File: src/rsfc_consts.svh
// constants for the reset source and flag controller
// Summary of operation
// - External reset line low while running resets device; program counter goes to zero.
// - Enabled under-voltage monitor resets device when supply sits below threshold.
// - Under-voltage must persist beyond minimum duration; shorter dips are ignored.
// - Under-voltage threshold comes from fixed configuration options, not registers.
// - Watchdog timeout when running acts like external reset, sets timeout flag.
// - Watchdog timeout in power-down clears only PC and stack, sets both flags.
// - Power-on reset clears timeout and power-down flags.
// - External or under-voltage reset leaves both flags unchanged.
// - Reset disables all interrupts, global and individual enables.
// - Reset clears watchdog counter; counting resumes once reset is released.
// - Reset stops timer/event counters and clears the timer prescaler.
// - Reset loads all ones into port data and direction, except power-down timeout.
// - Reset returns stack pointer to top of stack, leaving call stack empty.
// - Option picks crystal or RC; slow-clock select bit picks 32768Hz clock.
// - After external reset release, wait a start-up delay before executing.
`ifndef RSFC_CONSTS_SVH
`define RSFC_CONSTS_SVH
`define RSFC_CLK_HZ 20000000
`define RSFC_UV_MIN_NS 120000
`define RSFC_UV_MIN_CYC ((`RSFC_UV_MIN_NS * (`RSFC_CLK_HZ / 1000000) + 999) / 1000)
`define RSFC_STARTUP_CYC 1024
`define RSFC_PORT_ONES 8'hff
`define RSFC_ADDR_STATUS 12'h000
`define RSFC_ADDR_MODE 12'h004
`define RSFC_ADDR_CAUSE 12'h008
`define RSFC_ST_TO_BIT 5
`define RSFC_ST_PD_BIT 4
`define RSFC_MODE_SLOW_BIT 0
`define RSFC_MODE_QOSC_BIT 1
`endif

File: src/rsfc_pkg.sv
// types for the reset source and flag controller
package rsfc_pkg;
  typedef enum logic [1:0] {
    RSFC_RUN = 2'b10,
    RSFC_HOLD = 2'b01,
    RSFC_START = 2'b11
  } rsfc_state_e;
  typedef enum logic [2:0] {
    RSFC_C_POR = 3'h0,
    RSFC_C_EXT = 3'h1,
    RSFC_C_UV = 3'h2,
    RSFC_C_WDN = 3'h3,
    RSFC_C_WDP = 3'h4
  } rsfc_cause_e;
  typedef struct packed {
    logic clr_pc;
    logic clr_sp;
    logic clr_wdt;
    logic int_off;
    logic tmr_off;
    logic ports_in;
  } rsfc_ctl_s;
  typedef struct packed {
    logic [31:0] prdata;
    logic pready;
    logic pslverr;
  } rsfc_apb_s;
endpackage

File: src/rsfc_reset_ctrl.sv
// reset source merge, cause flags and clock select
//
// The register offsets and register access over APB were decided locally.
`timescale 1ns/100ps
`default_nettype none
`include "rsfc_consts.svh"
module rsfc_reset_ctrl
  import rsfc_pkg::*;
#(
  parameter int STARTUP_CYC = `RSFC_STARTUP_CYC,
  parameter int UV_MIN_CYC = `RSFC_UV_MIN_CYC
)(
  // clock and power-on
  input wire logic i_clk,
  input wire logic i_reset,
  // reset sources
  input wire logic i_external_reset_line_n,
  input wire logic i_uv_low,
  input wire logic i_wdt_timeout,
  input wire logic i_powered_down,
  // configuration options
  input wire logic i_uv_enable,
  input wire logic [1:0] i_undervoltage_threshold,
  input wire logic i_osc_is_rc,
  // apb
  input wire logic i_psel,
  input wire logic i_penable,
  input wire logic i_pwrite,
  input wire logic [11:0] i_paddr,
  input wire logic [31:0] i_pwdata,
  output logic [31:0] o_prdata,
  output logic o_pready,
  output logic o_pslverr,
  // reset actions
  output logic o_core_reset,
  output logic o_clr_pc,
  output logic o_clr_sp,
  output logic o_clr_wdt,
  output logic o_int_off,
  output logic o_tmr_off,
  output logic o_ports_in,
  output logic [7:0] o_port_load,
  // clock select and under-voltage level
  output logic o_sel_slow,
  output logic o_sel_rc,
  output logic [1:0] o_uv_level
);
  typedef struct packed {
    logic [2:0] ext_sync;
    logic [2:0] uv_sync;
    logic [2:0] wdt_sync;
    logic ext_q;
    logic wdt_q;
    logic [15:0] uv_cnt;
    logic [15:0] st_cnt;
    rsfc_state_e st;
    logic core_rst;
    rsfc_cause_e cause;
    logic to_flag;
    logic pd_flag;
    logic [3:0] status_low;
    logic [1:0] mode;
    rsfc_ctl_s ctl;
    logic [7:0] port_load;
    rsfc_apb_s apb;
    logic sel_slow;
    logic sel_rc;
    logic [1:0] uv_level;
  } rsfc_reg_s;

  rsfc_reg_s r;
  rsfc_reg_s next_r;
  logic ext_low;
  logic uv_low;
  logic wdt_ev;
  logic uv_fire;
  logic apb_acc;

  function automatic logic agree(input logic [2:0] s, input logic prev);
    // a change counts only when the last two stages agree
    agree = (s[1] == s[2]) ? s[2] : prev;
  endfunction

  ////////////////////////////////////////////////////////////////////////////
  always_comb
  begin
    next_r = r;
    next_r.ext_sync = {r.ext_sync[1:0], ~i_external_reset_line_n};
    next_r.uv_sync = {r.uv_sync[1:0], i_uv_low & i_uv_enable};
    next_r.wdt_sync = {r.wdt_sync[1:0], i_wdt_timeout};
    ext_low = agree(r.ext_sync, r.ext_q);
    uv_low = agree(r.uv_sync, r.uv_cnt != 16'h0000);
    wdt_ev = agree(r.wdt_sync, r.wdt_q) & ~r.wdt_q;
    next_r.ext_q = ext_low;
    next_r.wdt_q = agree(r.wdt_sync, r.wdt_q);
    // short dips never reach the limit, so they are ignored
    uv_fire = 1'b0;
    if (uv_low)
    begin
      if (r.uv_cnt < 16'(UV_MIN_CYC))
        next_r.uv_cnt = r.uv_cnt + 16'h0001;
      else
        uv_fire = 1'b1;
    end
    else
      next_r.uv_cnt = 16'h0000;
    // configuration options are latched straight from straps each cycle
    next_r.uv_level = i_undervoltage_threshold;
    next_r.sel_rc = i_osc_is_rc;
    next_r.sel_slow = r.mode[`RSFC_MODE_SLOW_BIT];
    next_r.ctl = '0;
    case (r.st)
      RSFC_RUN:
      begin
        if (ext_low || uv_fire)
        begin
          next_r.st = RSFC_HOLD;
          next_r.cause = ext_low ? RSFC_C_EXT : RSFC_C_UV;
        end
        else if (wdt_ev && i_powered_down)
        begin
          next_r.cause = RSFC_C_WDP;
          next_r.to_flag = 1'b1;
          next_r.pd_flag = 1'b1;
          next_r.ctl.clr_pc = 1'b1;
          next_r.ctl.clr_sp = 1'b1;
        end
        else if (wdt_ev)
        begin
          next_r.st = RSFC_HOLD;
          next_r.cause = RSFC_C_WDN;
          next_r.to_flag = 1'b1;
        end
      end
      RSFC_HOLD:
      begin
        next_r.ctl = '1;
        next_r.port_load = `RSFC_PORT_ONES;
        next_r.mode = 2'b00;
        next_r.st_cnt = 16'h0000;
        if (!ext_low && !uv_low)
          next_r.st = RSFC_START;
      end
      RSFC_START:
      begin
        // actions held through start-up; watchdog freed at release
        next_r.ctl = '1;
        next_r.ctl.clr_wdt = 1'b1;
        next_r.st_cnt = r.st_cnt + 16'h0001;
        if (ext_low || uv_fire)
          next_r.st = RSFC_HOLD;
        else if (r.st_cnt >= 16'(STARTUP_CYC - 1))
        begin
          next_r.st = RSFC_RUN;
          next_r.ctl = '0;
        end
      end
      default:
        next_r.st = RSFC_HOLD;
    endcase
    // actions rise with the core reset, never a cycle behind it
    if (next_r.st != RSFC_RUN)
      next_r.ctl = '1;
    next_r.core_rst = (next_r.st != RSFC_RUN);
    // apb slave: read data registered at setup, writes land at the access edge
    apb_acc = i_psel & i_penable;
    next_r.apb.pready = i_psel & ~r.apb.pready;
    next_r.apb.pslverr = 1'b0;
    next_r.apb.prdata = 32'h0000_0000;
    if (i_psel && !r.apb.pready)
    begin
      case (i_paddr)
        `RSFC_ADDR_STATUS:
          next_r.apb.prdata = {26'h0, r.to_flag, r.pd_flag, r.status_low};
        `RSFC_ADDR_MODE:
          next_r.apb.prdata = {30'h0, r.mode};
        `RSFC_ADDR_CAUSE:
          next_r.apb.prdata = {29'h0, r.cause};
        default:
          next_r.apb.pslverr = 1'b1;
      endcase
      if (i_pwrite)
        next_r.apb.prdata = 32'h0000_0000;
    end
    if (apb_acc && r.apb.pready && i_pwrite)
    begin
      // flags are read only; software owns the low bits
      if (i_paddr == `RSFC_ADDR_STATUS)
        next_r.status_low = i_pwdata[3:0];
      else if (i_paddr == `RSFC_ADDR_MODE && r.st == RSFC_RUN)
        next_r.mode = i_pwdata[1:0];
    end
  end

  ////////////////////////////////////////////////////////////////////////////
  always_ff @(posedge i_clk)
  begin
    if (i_reset)
    begin
      r <= '0;
      r.st <= RSFC_HOLD;
      r.core_rst <= 1'b1;
      r.cause <= RSFC_C_POR;
      r.to_flag <= 1'b0;
      r.pd_flag <= 1'b0;
      r.ctl <= '1;
      r.port_load <= `RSFC_PORT_ONES;
      r.ext_sync <= 3'b000;
    end
    else
      r <= next_r;
  end

  assign o_prdata = r.apb.prdata;
  assign o_pready = r.apb.pready;
  assign o_pslverr = r.apb.pslverr;
  assign o_core_reset = r.core_rst;
  assign o_clr_pc = r.ctl.clr_pc;
  assign o_clr_sp = r.ctl.clr_sp;
  assign o_clr_wdt = r.ctl.clr_wdt;
  assign o_int_off = r.ctl.int_off;
  assign o_tmr_off = r.ctl.tmr_off;
  assign o_ports_in = r.ctl.ports_in;
  assign o_port_load = r.port_load;
  assign o_sel_slow = r.sel_slow;
  assign o_sel_rc = r.sel_rc;
  assign o_uv_level = r.uv_level;
endmodule
`default_nettype wire
File: config.mk
export PLATFORM = sky130hd
export DESIGN_NAME = rsfc_reset_ctrl
export DESIGN_NICKNAME = d
export VERILOG_FILES = /design/src/rsfc_pkg.sv /design/src/rsfc_reset_ctrl.sv
export VERILOG_INCLUDE_DIRS = /design/src /design/src/src
export SDC_FILE = /design/constraint.sdc
export NUM_CORES = 1
export LEC_CHECK = 0
export BUFFER_PORTS_ARGS = -buffer_cell sky130_fd_sc_hd__buf_2
export CORE_UTILIZATION = 40
export CTS_BUF_LIST = sky130_fd_sc_hd__clkbuf_4 sky130_fd_sc_hd__clkbuf_8 sky130_fd_sc_hd__clkbuf_16
export DETAILED_ROUTE_END_ITERATION = 10
export PLACE_DENSITY = 0.66
export SETUP_SLACK_MARGIN = 0.5
export SYNTH_ARGS = -nofsm -noshare
export SYNTH_HDL_FRONTEND = slang
export SYNTH_SLANG_ARGS = --single-unit
File: constraint.sdc
create_clock -name i_clk -period 2.2 [get_ports i_clk]
set_input_delay 0.11 -clock i_clk [delete_from_list [all_inputs] [get_ports i_clk]]
set_output_delay 0.11 -clock i_clk [all_outputs]
set_load 0.02 [all_outputs]
==> results by group, run 1 <==
Status
  • Status: complete, no violations

Worst hold path
  • Hold Path Stages: 3
  • Worst min path class: in -> reg
  • Hold path endpoint: r[57]
  • HP Start: i_pwdata[3]

Timing
  • Tcrit/Tclk final: 0.761
  • RSZ-0062 raised after global routing: true
  • Setup violators final: 0
  • Fmax: 598 MHz
  • Worst Max-Slew Pin Slew: 0.534 ns
  • Fin. max-slew vios: 0
  • Hold Vio Cnt, Final: 0
  • Crit path time final: 1.67 ns
  • PnR worst setup slack: 0.527 ns
  • Fin Clk Skew: 0.00939 ns
  • Slew Limit Headroom: 0.641
  • Setup TNS: 0 ns

Routing
  • Remaining antenna violation count: 0
  • First DRT Iteration DRCs: 110
  • Vias per cell: 4.75
  • Routed WL per cell: 11.5 microns
  • Routed WL: 5970 microns
  • Drt first pass iters: 4
  • Routed via count: 2454
  • # DRC: 0

Placement
  • PortBufs: 47
  • RD Place Congestion: 0.830
  • Post-Place Worst Slack: 0.407 ns
  • Dpl cells: 481
  • Detail Placement HPWL: 3820 microns

Power
  • Leakage: 1.52 nW
  • Internal: 0.00188 W
  • Gate power share: 0.061
  • Sw frac: 0.239
  • Sequential share of power: 0.530
  • Switching pwr: 0.000590 W
  • Pwr Density: 656 nW/um^2
  • Maximum resistive drop on vdd: 0.413 mV
  • Clock Power Share: 0.409

Synth
  • Synth top area share: 0.444
  • Post-synthesis cell count: 357
  • Post-synth EDFFs: 0
  • Synthesized area per cell: 8.96 sq um
  • Yosys warning total: 0
  • #FFs+latches synth: 71
  • Main area contributors after synthesis: dfxtp_1, buf_4, nor2_1
  • Area of the mapped netlist: 3200 sq um
  • Register area share after synthesis: 0.444
  • Async SR Flop Fraction: 0
  • Leading area contributor after synthesis: dfxtp_1
  • Ys flop type: dfxtp_1
  • Yosys cell types: 45

Layout
  • Area delta synth->final: 17.8%
  • Fin cells: 517
  • Fillers: 754
  • Final nets: 470
  • Fraction of layout cells with a size suffix above 1: 0.241
  • Ant diodes: 0

Clock tree
  • Reg clk slew, reported paths: 0.08 ns
  • Worst skew pair latency: 0.35 ns
  • Num Clock Sinks: 71
  • H-tree Lvls: 3
  • CTS Buf Count: 9
  • CTS root buffer: clkbuf_8
  • CTS tree: yes
  • Clock Tree Buf Depth: 2

Die
  • Die Wd: 91.4 microns
  • Initial Util: 0.414
  • I/O pins: 110
  • Die Ht: 91.4 microns
  • Cell Rows: 32
  • Core ar.: 7730 sq um
  • Die ar.: 8360 sq um

Critical path
  • End of the worst register-to-register path: o_clr_pc
  • Critical Path RT: 2.44 ns
  • Max Fanout on Critical Path: 7
  • Worst setup SP type: flip-flop
  • RR Startpoint: r[87]
  • Worst Path Class, Setup: reg -> reg
  • R2R Setup Slk: 0.53 ns
  • Arrival time worst endpoint: 1.91 ns
  • Worst setup EP type: flip-flop
  • R2r worst-path depth: 5

Global routing
  • Antenna violations before repair: 0
  • Vias in the first global route: 2180
  • GRT overflow: 0
  • Largest net degree at the start of global routing: 30
  • GRT Util Overall: 0.143
  • First-pass GRT wire length: 9550 microns

Job
  • Max-Cap Viols: 0
==> state kept, by name, indices dropped and copies added, names as in the netlist, 2 cells and up <==
signal,count
o_prdata,6
r,49
next_r,7
o_uv_level,2
==> Yosys cell counts (2+ instances only) <==
| master | instances |
|---|---|
| a21o_1 | 2 |
| a21oi_1 | 9 |
| a31oi_1 | 3 |
| and2_1 | 5 |
| and3_1 | 4 |
| buf_4 | 48 |
| clkbuf_1 | 7 |
| conb_1 | 2 |
| dfxtp_1 | 71 |
| ha_1 | 3 |
| inv_1 | 12 |
| mux2i_1 | 8 |
| nand2_1 | 21 |
| nand2b_1 | 2 |
| nand3_1 | 9 |
| nand3b_1 | 2 |
| nand4_1 | 15 |
| nor2_1 | 53 |
| nor2b_1 | 13 |
| nor3_1 | 8 |
| nor4_1 | 7 |
| nor4_4 | 2 |
| nor4b_1 | 2 |
| o211ai_2 | 2 |
| o21ai_0 | 5 |
| or3_1 | 2 |
| xnor2_1 | 8 |
| xor2_1 | 15 |
==> per-layer routing <==
metal,routed length [microns],vias up,global-route usage,part of all wire
met5,0,-,0,0
met4,169,0,0.0728,0.028
met1,2820,1128,0.176,0.47
met2,2750,73,0.231,0.46
met3,224,22,0.0360,0.038
li1,-,1231,-,-
==> worst max-delay path, stage by stage, from the launching register on <==
cell,delay [ns]
dfxtp_1,0.41
nor4_2,0.36
nand4_1,0.26
o211ai_4,0.19
nand4_1,0.17
nand2b_1,0.18
==> layout by cell type (no fill, tap or decap), types with 4 or more instances in the layout <==
| cell type | Yosys | layout |
|---|---|---|
| a21oi_1 | 9 | 9 |
| and2_1 | 5 | 5 |
| buf_2 | 1 | 47 |
| buf_4 | 48 | 9 |
| clkbuf_8 | 0 | 9 |
| conb_1 | 2 | 34 |
| dfxtp_1 | 71 | 65 |
| dfxtp_2 | 0 | 5 |
| dlygate4sd3_1 | 0 | 10 |
| inv_1 | 12 | 10 |
| mux2i_1 | 8 | 8 |
| nand2_1 | 21 | 21 |
| nand3_1 | 9 | 9 |
| nand4_1 | 15 | 15 |
| nor2_1 | 53 | 51 |
| nor2b_1 | 13 | 13 |
| nor3_1 | 8 | 8 |
| nor4_1 | 7 | 5 |
| o21ai_0 | 5 | 4 |
| xnor2_1 | 8 | 8 |
| xor2_1 | 15 | 15 |
==> how the worst max path moves through the flow <==
stage | from | to | slack [ns] | cells past startpoint
finish | r[87] | o_clr_pc | 0.53 | 5
floorplan | r[82] | r[93] | 0.57 | 9
detailed placement | r[82] | r[89] | 0.41 | 8
CTS | r[94] | r[89] | 0.49 | 5
global route | r[82] | r[62] | 0.44 | 7
global placement | r[82] | r[90] | 0.44 | 8
==> final cells by class <==
cell class                      instances  area, sq um  area share
Multi-Input combinational cell        248         1540       0.409
Sequential cell                        71         1430       0.380
Timing Repair Buffer                   68          425       0.113
Clock buffer                           10          131      0.0349
Tap cell                              102          128      0.0339
Clock inverter                          6         61.3      0.0163
Inverter                               12         47.5      0.0126
==> through the flow <==
step	utilization	hold WS [ns]	area, sq um	power, W
2_1_floorplan	-	0.177	3320	0.00148
3_3_place_gp	0.426	0.262	3290	0.00147
3_5_place_dp	0.426	0.263	3290	0.00147
4_1_cts	0.470	0.000434	3630	0.00250
5_1_grt	0.488	0.00928	3770	0.00257
6_report	0.488	0.0157	3770	0.00247
==> cells by family (layout without fill, tap and decap cells) <==
family	after synthesis	count (layout)	share of synthesized area
and+or+nand+nor	148	148	0.239
DFF	71	71	0.444
adders and majority gates	5	5	0.0184
buffers and inverters	71	96	0.143
other	2	34	0.00235
AOI/OAI and AO/OA	29	30	0.0649
muxes	8	8	0.0250
xor gates and xnor gates	23	23	0.0630
==> timing repair <==
action / CTS / global route
gates cloned: 1 / 1
setup endpoints to repair: 18 / 26
hold endpoints to repair: 8 / 1
resized for setup: 10 / 18
setup buffers: 0 / 8
pin swaps: 0 / 11
hold buffers: 9 / 1
==> power groups by stage <==
stage | combinational (W) | clock (W) | sequential [W]
2_1_floorplan | 0.000143 | 0 | 0.00134
3_3_place_gp | 0.000133 | 0 | 0.00134
3_5_place_dp | 0.000134 | 0 | 0.00134
4_1_cts | 0.000148 | 0.00105 | 0.00131
5_1_grt | 0.000163 | 0.00110 | 0.00131
6_report | 0.000150 | 0.00101 | 0.00131
Power figures use the tool's default switching activity.
==> run 2, diff against run 1 <==
PLACE_DENSITY = 0.69   (was 0.66)
clock period = 1.51 ns   (was 2.2 ns; I/O delays follow)
==> run 2 against run 1 <==
Wire length is 9.8% higher. Power is 47% higher. The run now ends with setup timing left. Global-route usage is 1.7 points higher. Design area is 18% higher. Non-clock buffer count is 47 higher. Die area stayed put. Clock power is 45% higher. Hold slack better by 0.047 ns. Sequential power is 45% higher. Count of clock-buffer cells in the layout stayed put.
==> results by group, run 2 (synthesis results as in run 1) <==
Global routing
  • GRT overflow: 0
  • Antenna violations before repair: 0
  • GRT Util Overall: 0.160
  • First-pass GRT wire length: 10600 microns
  • Largest net degree at the start of global routing: 19
  • Vias in the first global route: 2446

Power
  • Sw frac: 0.238
  • Maximum resistive drop on vdd: 0.669 mV
  • Sequential share of power: 0.525
  • Leakage: 1.80 nW
  • Clock Power Share: 0.402
  • Internal: 0.00276 W
  • Pwr Density: 815 nW/um^2
  • Switching pwr: 0.000864 W
  • Gate power share: 0.073

Die
  • Die ar.: 8360 sq um
  • Cell Rows: 32
  • I/O pins: 110
  • Initial Util: 0.414
  • Die Ht: 91.4 microns
  • Die Wd: 91.4 microns
  • Core ar.: 7730 sq um

Placement
  • RD Place Congestion: 0.819
  • Post-Place Worst Slack: -0.144 ns
  • Detail Placement HPWL: 4410 microns
  • PortBufs: 47

Timing
  • Hold Slack: 0.0624 ns
  • Fin Clk Skew: 0.00860 ns
  • Hold Vio Cnt, Final: 0
  • PnR worst setup slack: -0.0705 ns
  • RSZ-0062 raised after global routing: true
  • Tcrit/Tclk final: 1.05
  • Fmax: 633 MHz
  • Crit path time final: 1.58 ns
  • Setup TNS: -1.08 ns
  • Setup violators final: 20
  • Fin. max-slew vios: 0

Critical path
  • Worst Path Class, Setup: reg -> reg
  • Worst setup SP type: flip-flop
  • Critical Path RT: 1.74 ns
  • Max Fanout on Critical Path: 6
  • Worst setup EP type: flip-flop
  • Arrival time worst endpoint: 1.81 ns

Routing
  • Routed WL: 6550 microns
  • Vias per cell: 4.54
  • Routed via count: 2555
  • Routed WL per cell: 11.6 microns
  • First DRT Iteration DRCs: 71
  • # DRC: 0
  • Remaining antenna violation count: 0
  • Drt first pass iters: 4

Layout
  • Max FFs per register: 49
  • Fin util: 0.575
  • Commonest cells after routing, fill and taps aside: dfxtp_1, buf_2, nor2_1, buf_4, conb_1
  • Commonest non-fill, non-tap cell in the layout: dfxtp_1
  • Ant diodes: 0
  • Biggest register: r
  • Final nets: 516
  • Fraction of layout cells with a size suffix above 1: 0.421
  • Area delta synth->final: 39.0%

Status
  • Status: finished, violations left
  • Failing checks: setup timing

Worst hold path
  • Worst min path class: in -> reg

Clock tree
  • CTS root buffer: clkbuf_8
  • CTS Buf Count: 9
  • H-tree Lvls: 3
  • Reg clk slew, reported paths: 0.08 ns
  • Worst skew pair latency: 0.33 ns
  • Clock Tree Buf Depth: 2
  • CTS tree: yes
  • Num Clock Sinks: 71

Job
  • Max-Cap Viols: 0
-- run 2: area by class of cell --
class	instances	area [sq um]
inverter	12	47.5
multi-input combinational	247	1770
timing repair buffer	115	848
clock inverter	6	61.3
tap	102	128
fill	646	3280
sequential	71	1460
clock buffer	10	131
-- run 2: metal layers --
metal  up-vias  track usage  part of all wire
li1       1320            -                 -
met1      1184        0.190              0.45
met2        47        0.271              0.51
met3         4       0.0402             0.025
met4         0       0.0675             0.010
met5         -            0                 0
-- run 2: critical path, cell delays in order (launching register included) --
cell      delay (ns)
dfxtp_2         0.34
nor4_4          0.28
buf_4           0.15
nand4_1         0.09
maj3_2          0.35
nand2b_4        0.10
buf_6           0.13
nor2_1          0.05
-- run 2: final timing paths --
| kind | slack (ns) | cells after the start | end | startpoint |
|---|---|---|---|---|
| max | -0.07 | 7 | r[82] | r[92] |
| min | 0.06 | 4 | r[60] | i_powered_down |
| max reg2reg | -0.07 | 7 | r[82] | r[92] |
| min reg2reg | 0.44 | 1 | next_r[108] | next_r[107] |
-- run 2: per-stage QoR --
step           area (sq um)  total power [W]  std cells
3_3_place_gp           3730          0.00216        516
5_1_grt                4440          0.00380        563
4_1_cts                4290          0.00366        558
3_5_place_dp           3730          0.00217        516
6_report               4440          0.00362        563
2_1_floorplan          3530          0.00217        389
-- run 2: repair_timing --
action	CTS	global route
hold endpoints to repair	13	0
endpoints found under the setup margin	51	52
pin swaps	21	28
hold buffers	12	0
buffers inserted	13	5
gates resized for setup	35	29
gates cloned	1	0
-- run 2: power by group through the flow --
stage / registers (W) / logic [W] / clock network, W
floorplan: 0.00195 / 0.000218 / 0
global placement: 0.00195 / 0.000216 / 0
detailed placement: 0.00195 / 0.000220 / 0
CTS: 0.00190 / 0.000255 / 0.00150
global route: 0.00191 / 0.000283 / 0.00161
finish: 0.00190 / 0.000264 / 0.00146
==> run 3, diff against run 2 <==
==> constraint.sdc (replaced) <==
create_clock -name i_clk -period 1.51 [get_ports i_clk]
set_input_delay 0.151 -clock i_clk [delete_from_list [all_inputs] [get_ports i_clk]]
set_output_delay 0.151 -clock i_clk [all_outputs]
set_load 0.02 [all_outputs]
==> run 3 against run 2 <==
The run still ends with setup timing left. Critical endpoint is now r[89]. Largest power group is now the clock network. Core utilization grew 2.2 points. Power grew 14%. Setup slack lost 0.078 ns. Highest routed layer unchanged.
==> results by group, run 3 (synthesis results as in run 1) <==
Status
  • Status: finished, violations left
  • Failing checks: setup timing

Layout
  • Biggest register: r
  • Commonest non-fill, non-tap cell in the layout: dfxtp_1
  • Max FFs per register: 49
  • Fin cells: 557
  • Commonest cells after routing, fill and taps aside: dfxtp_1, buf_4, buf_2, nor2_1, conb_1
  • Final nets: 510
  • Fraction of layout cells with a size suffix above 1: 0.457
  • Ant diodes: 0
  • Fin util: 0.597
  • Design area: 4620 sq um
  • Area delta synth->final: 44.3%

Timing
  • PnR worst setup slack: -0.148 ns
  • Fin Clk Skew: 0.00532 ns
  • Crit path time final: 1.66 ns
  • Hold Vio Cnt, Final: 0
  • Fmax: 603 MHz
  • Tcrit/Tclk final: 1.10
  • RSZ-0062 raised after global routing: true
  • Setup TNS: -2.41 ns
  • Setup violators final: 23
  • Fin. max-slew vios: 0

Die
  • Die ar.: 8360 sq um
  • I/O pins: 110
  • Die Ht: 91.4 microns
  • Core ar.: 7730 sq um
  • Initial Util: 0.414
  • Die Wd: 91.4 microns
  • Cell Rows: 32

Placement
  • Dpl cells: 516
  • PortBufs: 47
  • RD Place Congestion: 0.810
  • Post-DP Area: 3750 sq um
  • Detail Placement HPWL: 4360 microns

Critical path
  • Slowest-stage cell, CP: maj3_2
  • Worst Path Class, Setup: reg -> reg
  • Worst setup SP type: flip-flop
  • Worst setup EP type: flip-flop
  • Critical Path RT: 1.75 ns
  • Largest stage delay, worst path: 0.36 ns
  • Arrival time worst endpoint: 1.90 ns
  • Max Fanout on Critical Path: 8
  • Crit path cell chain: inv_2 -> ha_4 -> nor4b_4 -> nand4_1 -> maj3_2 -> nand2b_4 -> clkbuf_16 -> nor2_1

Clock tree
  • Clock Tree Buf Depth: 2
  • Num Clock Sinks: 71
  • CTS Buf Count: 9
  • Worst skew pair latency: 0.35 ns
  • CTS root buffer: clkbuf_8
  • Reg clk slew, reported paths: 0.07 ns
  • CTS tree: yes
  • H-tree Lvls: 3

Worst hold path
  • Worst min path class: in -> reg

Routing
  • First DRT Iteration DRCs: 106
  • # DRC: 0
  • Routed length on met3: 283 microns
  • Met2 WL: 3620 microns
  • Drt first pass iters: 4
  • Top routing layer used: met4
  • Vias per cell: 4.76
  • Met1 wire length: 2980 microns
  • Routed via count: 2652
  • Remaining antenna violation count: 0
  • Routed WL per cell: 12.5 microns
  • Routed WL: 6940 microns

Job
  • Max-Cap Viols: 0

Power
  • PnR Total Power: 0.00414 W
  • Maximum resistive drop on vdd: 0.895 mV
  • Leakage: 1.87 nW
  • Pwr Density: 896 nW/um^2

Global routing
  • First-pass GRT wire length: 10700 microns
  • GRT Util Overall: 0.161
  • GRT overflow: 0
  • Vias in the first global route: 2421
  • Largest net degree at the start of global routing: 19
  • Antenna violations before repair: 0
## run 3: cell count changes in the layout (fill, tap and decap cells not counted), sizes merged
cell,before,now
clkinvlp,1,0
clkbuf,10,14
bufinv,1,2
dlygate4sd3,12,2
clkinv,4,2
buf,103,106
inv,12,11
## run 3: what timing repair did
| item | CTS | global route |
|---|---|---|
| hold endpoints to repair | 1 | 1 |
| hold buffers | 1 | 1 |
| pin swaps | 23 | 25 |
| gates resized for setup | 43 | 57 |
| setup endpoints to repair | 57 | 61 |
| gates cloned | 0 | 2 |
| buffers inserted | 11 | 10 |
## run 3: path summary, 6_finish.rpt
kind	from	to	slack, ns	depth (start not counted)
setup / recovery	r[82]	r[89]	-0.15	8
hold / removal	i_undervoltage_threshold[1]	o_uv_level[1]	0.01	2
setup reg to reg	r[82]	r[89]	-0.15	8
hold reg to reg	next_r[101]	next_r[102]	0.44	1
## run 3: area by class of cell
| cell class | instances | area (sq um) |
|---|---|---|
| Fill cell | 651 | 3110 |
| Multi-Input combinational cell | 247 | 1840 |
| Sequential cell | 71 | 1460 |
| Timing Repair Buffer | 109 | 851 |
| Clock buffer | 13 | 213 |
| Tap cell | 102 | 128 |
| Clock inverter | 3 | 65.1 |
| Inverter | 12 | 57.6 |
## run 3: power breakdown
group	switching [W]	total (W)	internal [W]
registers	0.0000176	0.00191	0.00189
logic	0.000172	0.000261	0.0000886
clock network	0.000697	0.00197	0.00127
total	0.000886	0.00414	0.00325
## run 3: routing by layer
layer	track usage	up-vias
li1	-	1312
met3	0.0628	6
met2	0.265	55
met5	0	-
met1	0.196	1279
met4	0.0397	0
## run 3: critical path, delay by kind of cell, from the launching register on
family,cells,cell delay (ns)
AND/OR/NAND/NOR,4,0.50
buffers and inverters,2,0.24
adder cells (fa/ha/maj),2,0.48
flip-flops,1,0.33
## run 3: per-stage QoR
step           hold WS, ns  worst slack, ns
2_1_floorplan        0.218          -0.0556
3_3_place_gp         0.304          -0.0762
3_5_place_dp         0.307          -0.0983
4_1_cts            0.00440           -0.109
5_1_grt            0.00731           -0.218
6_report            0.0133           -0.148
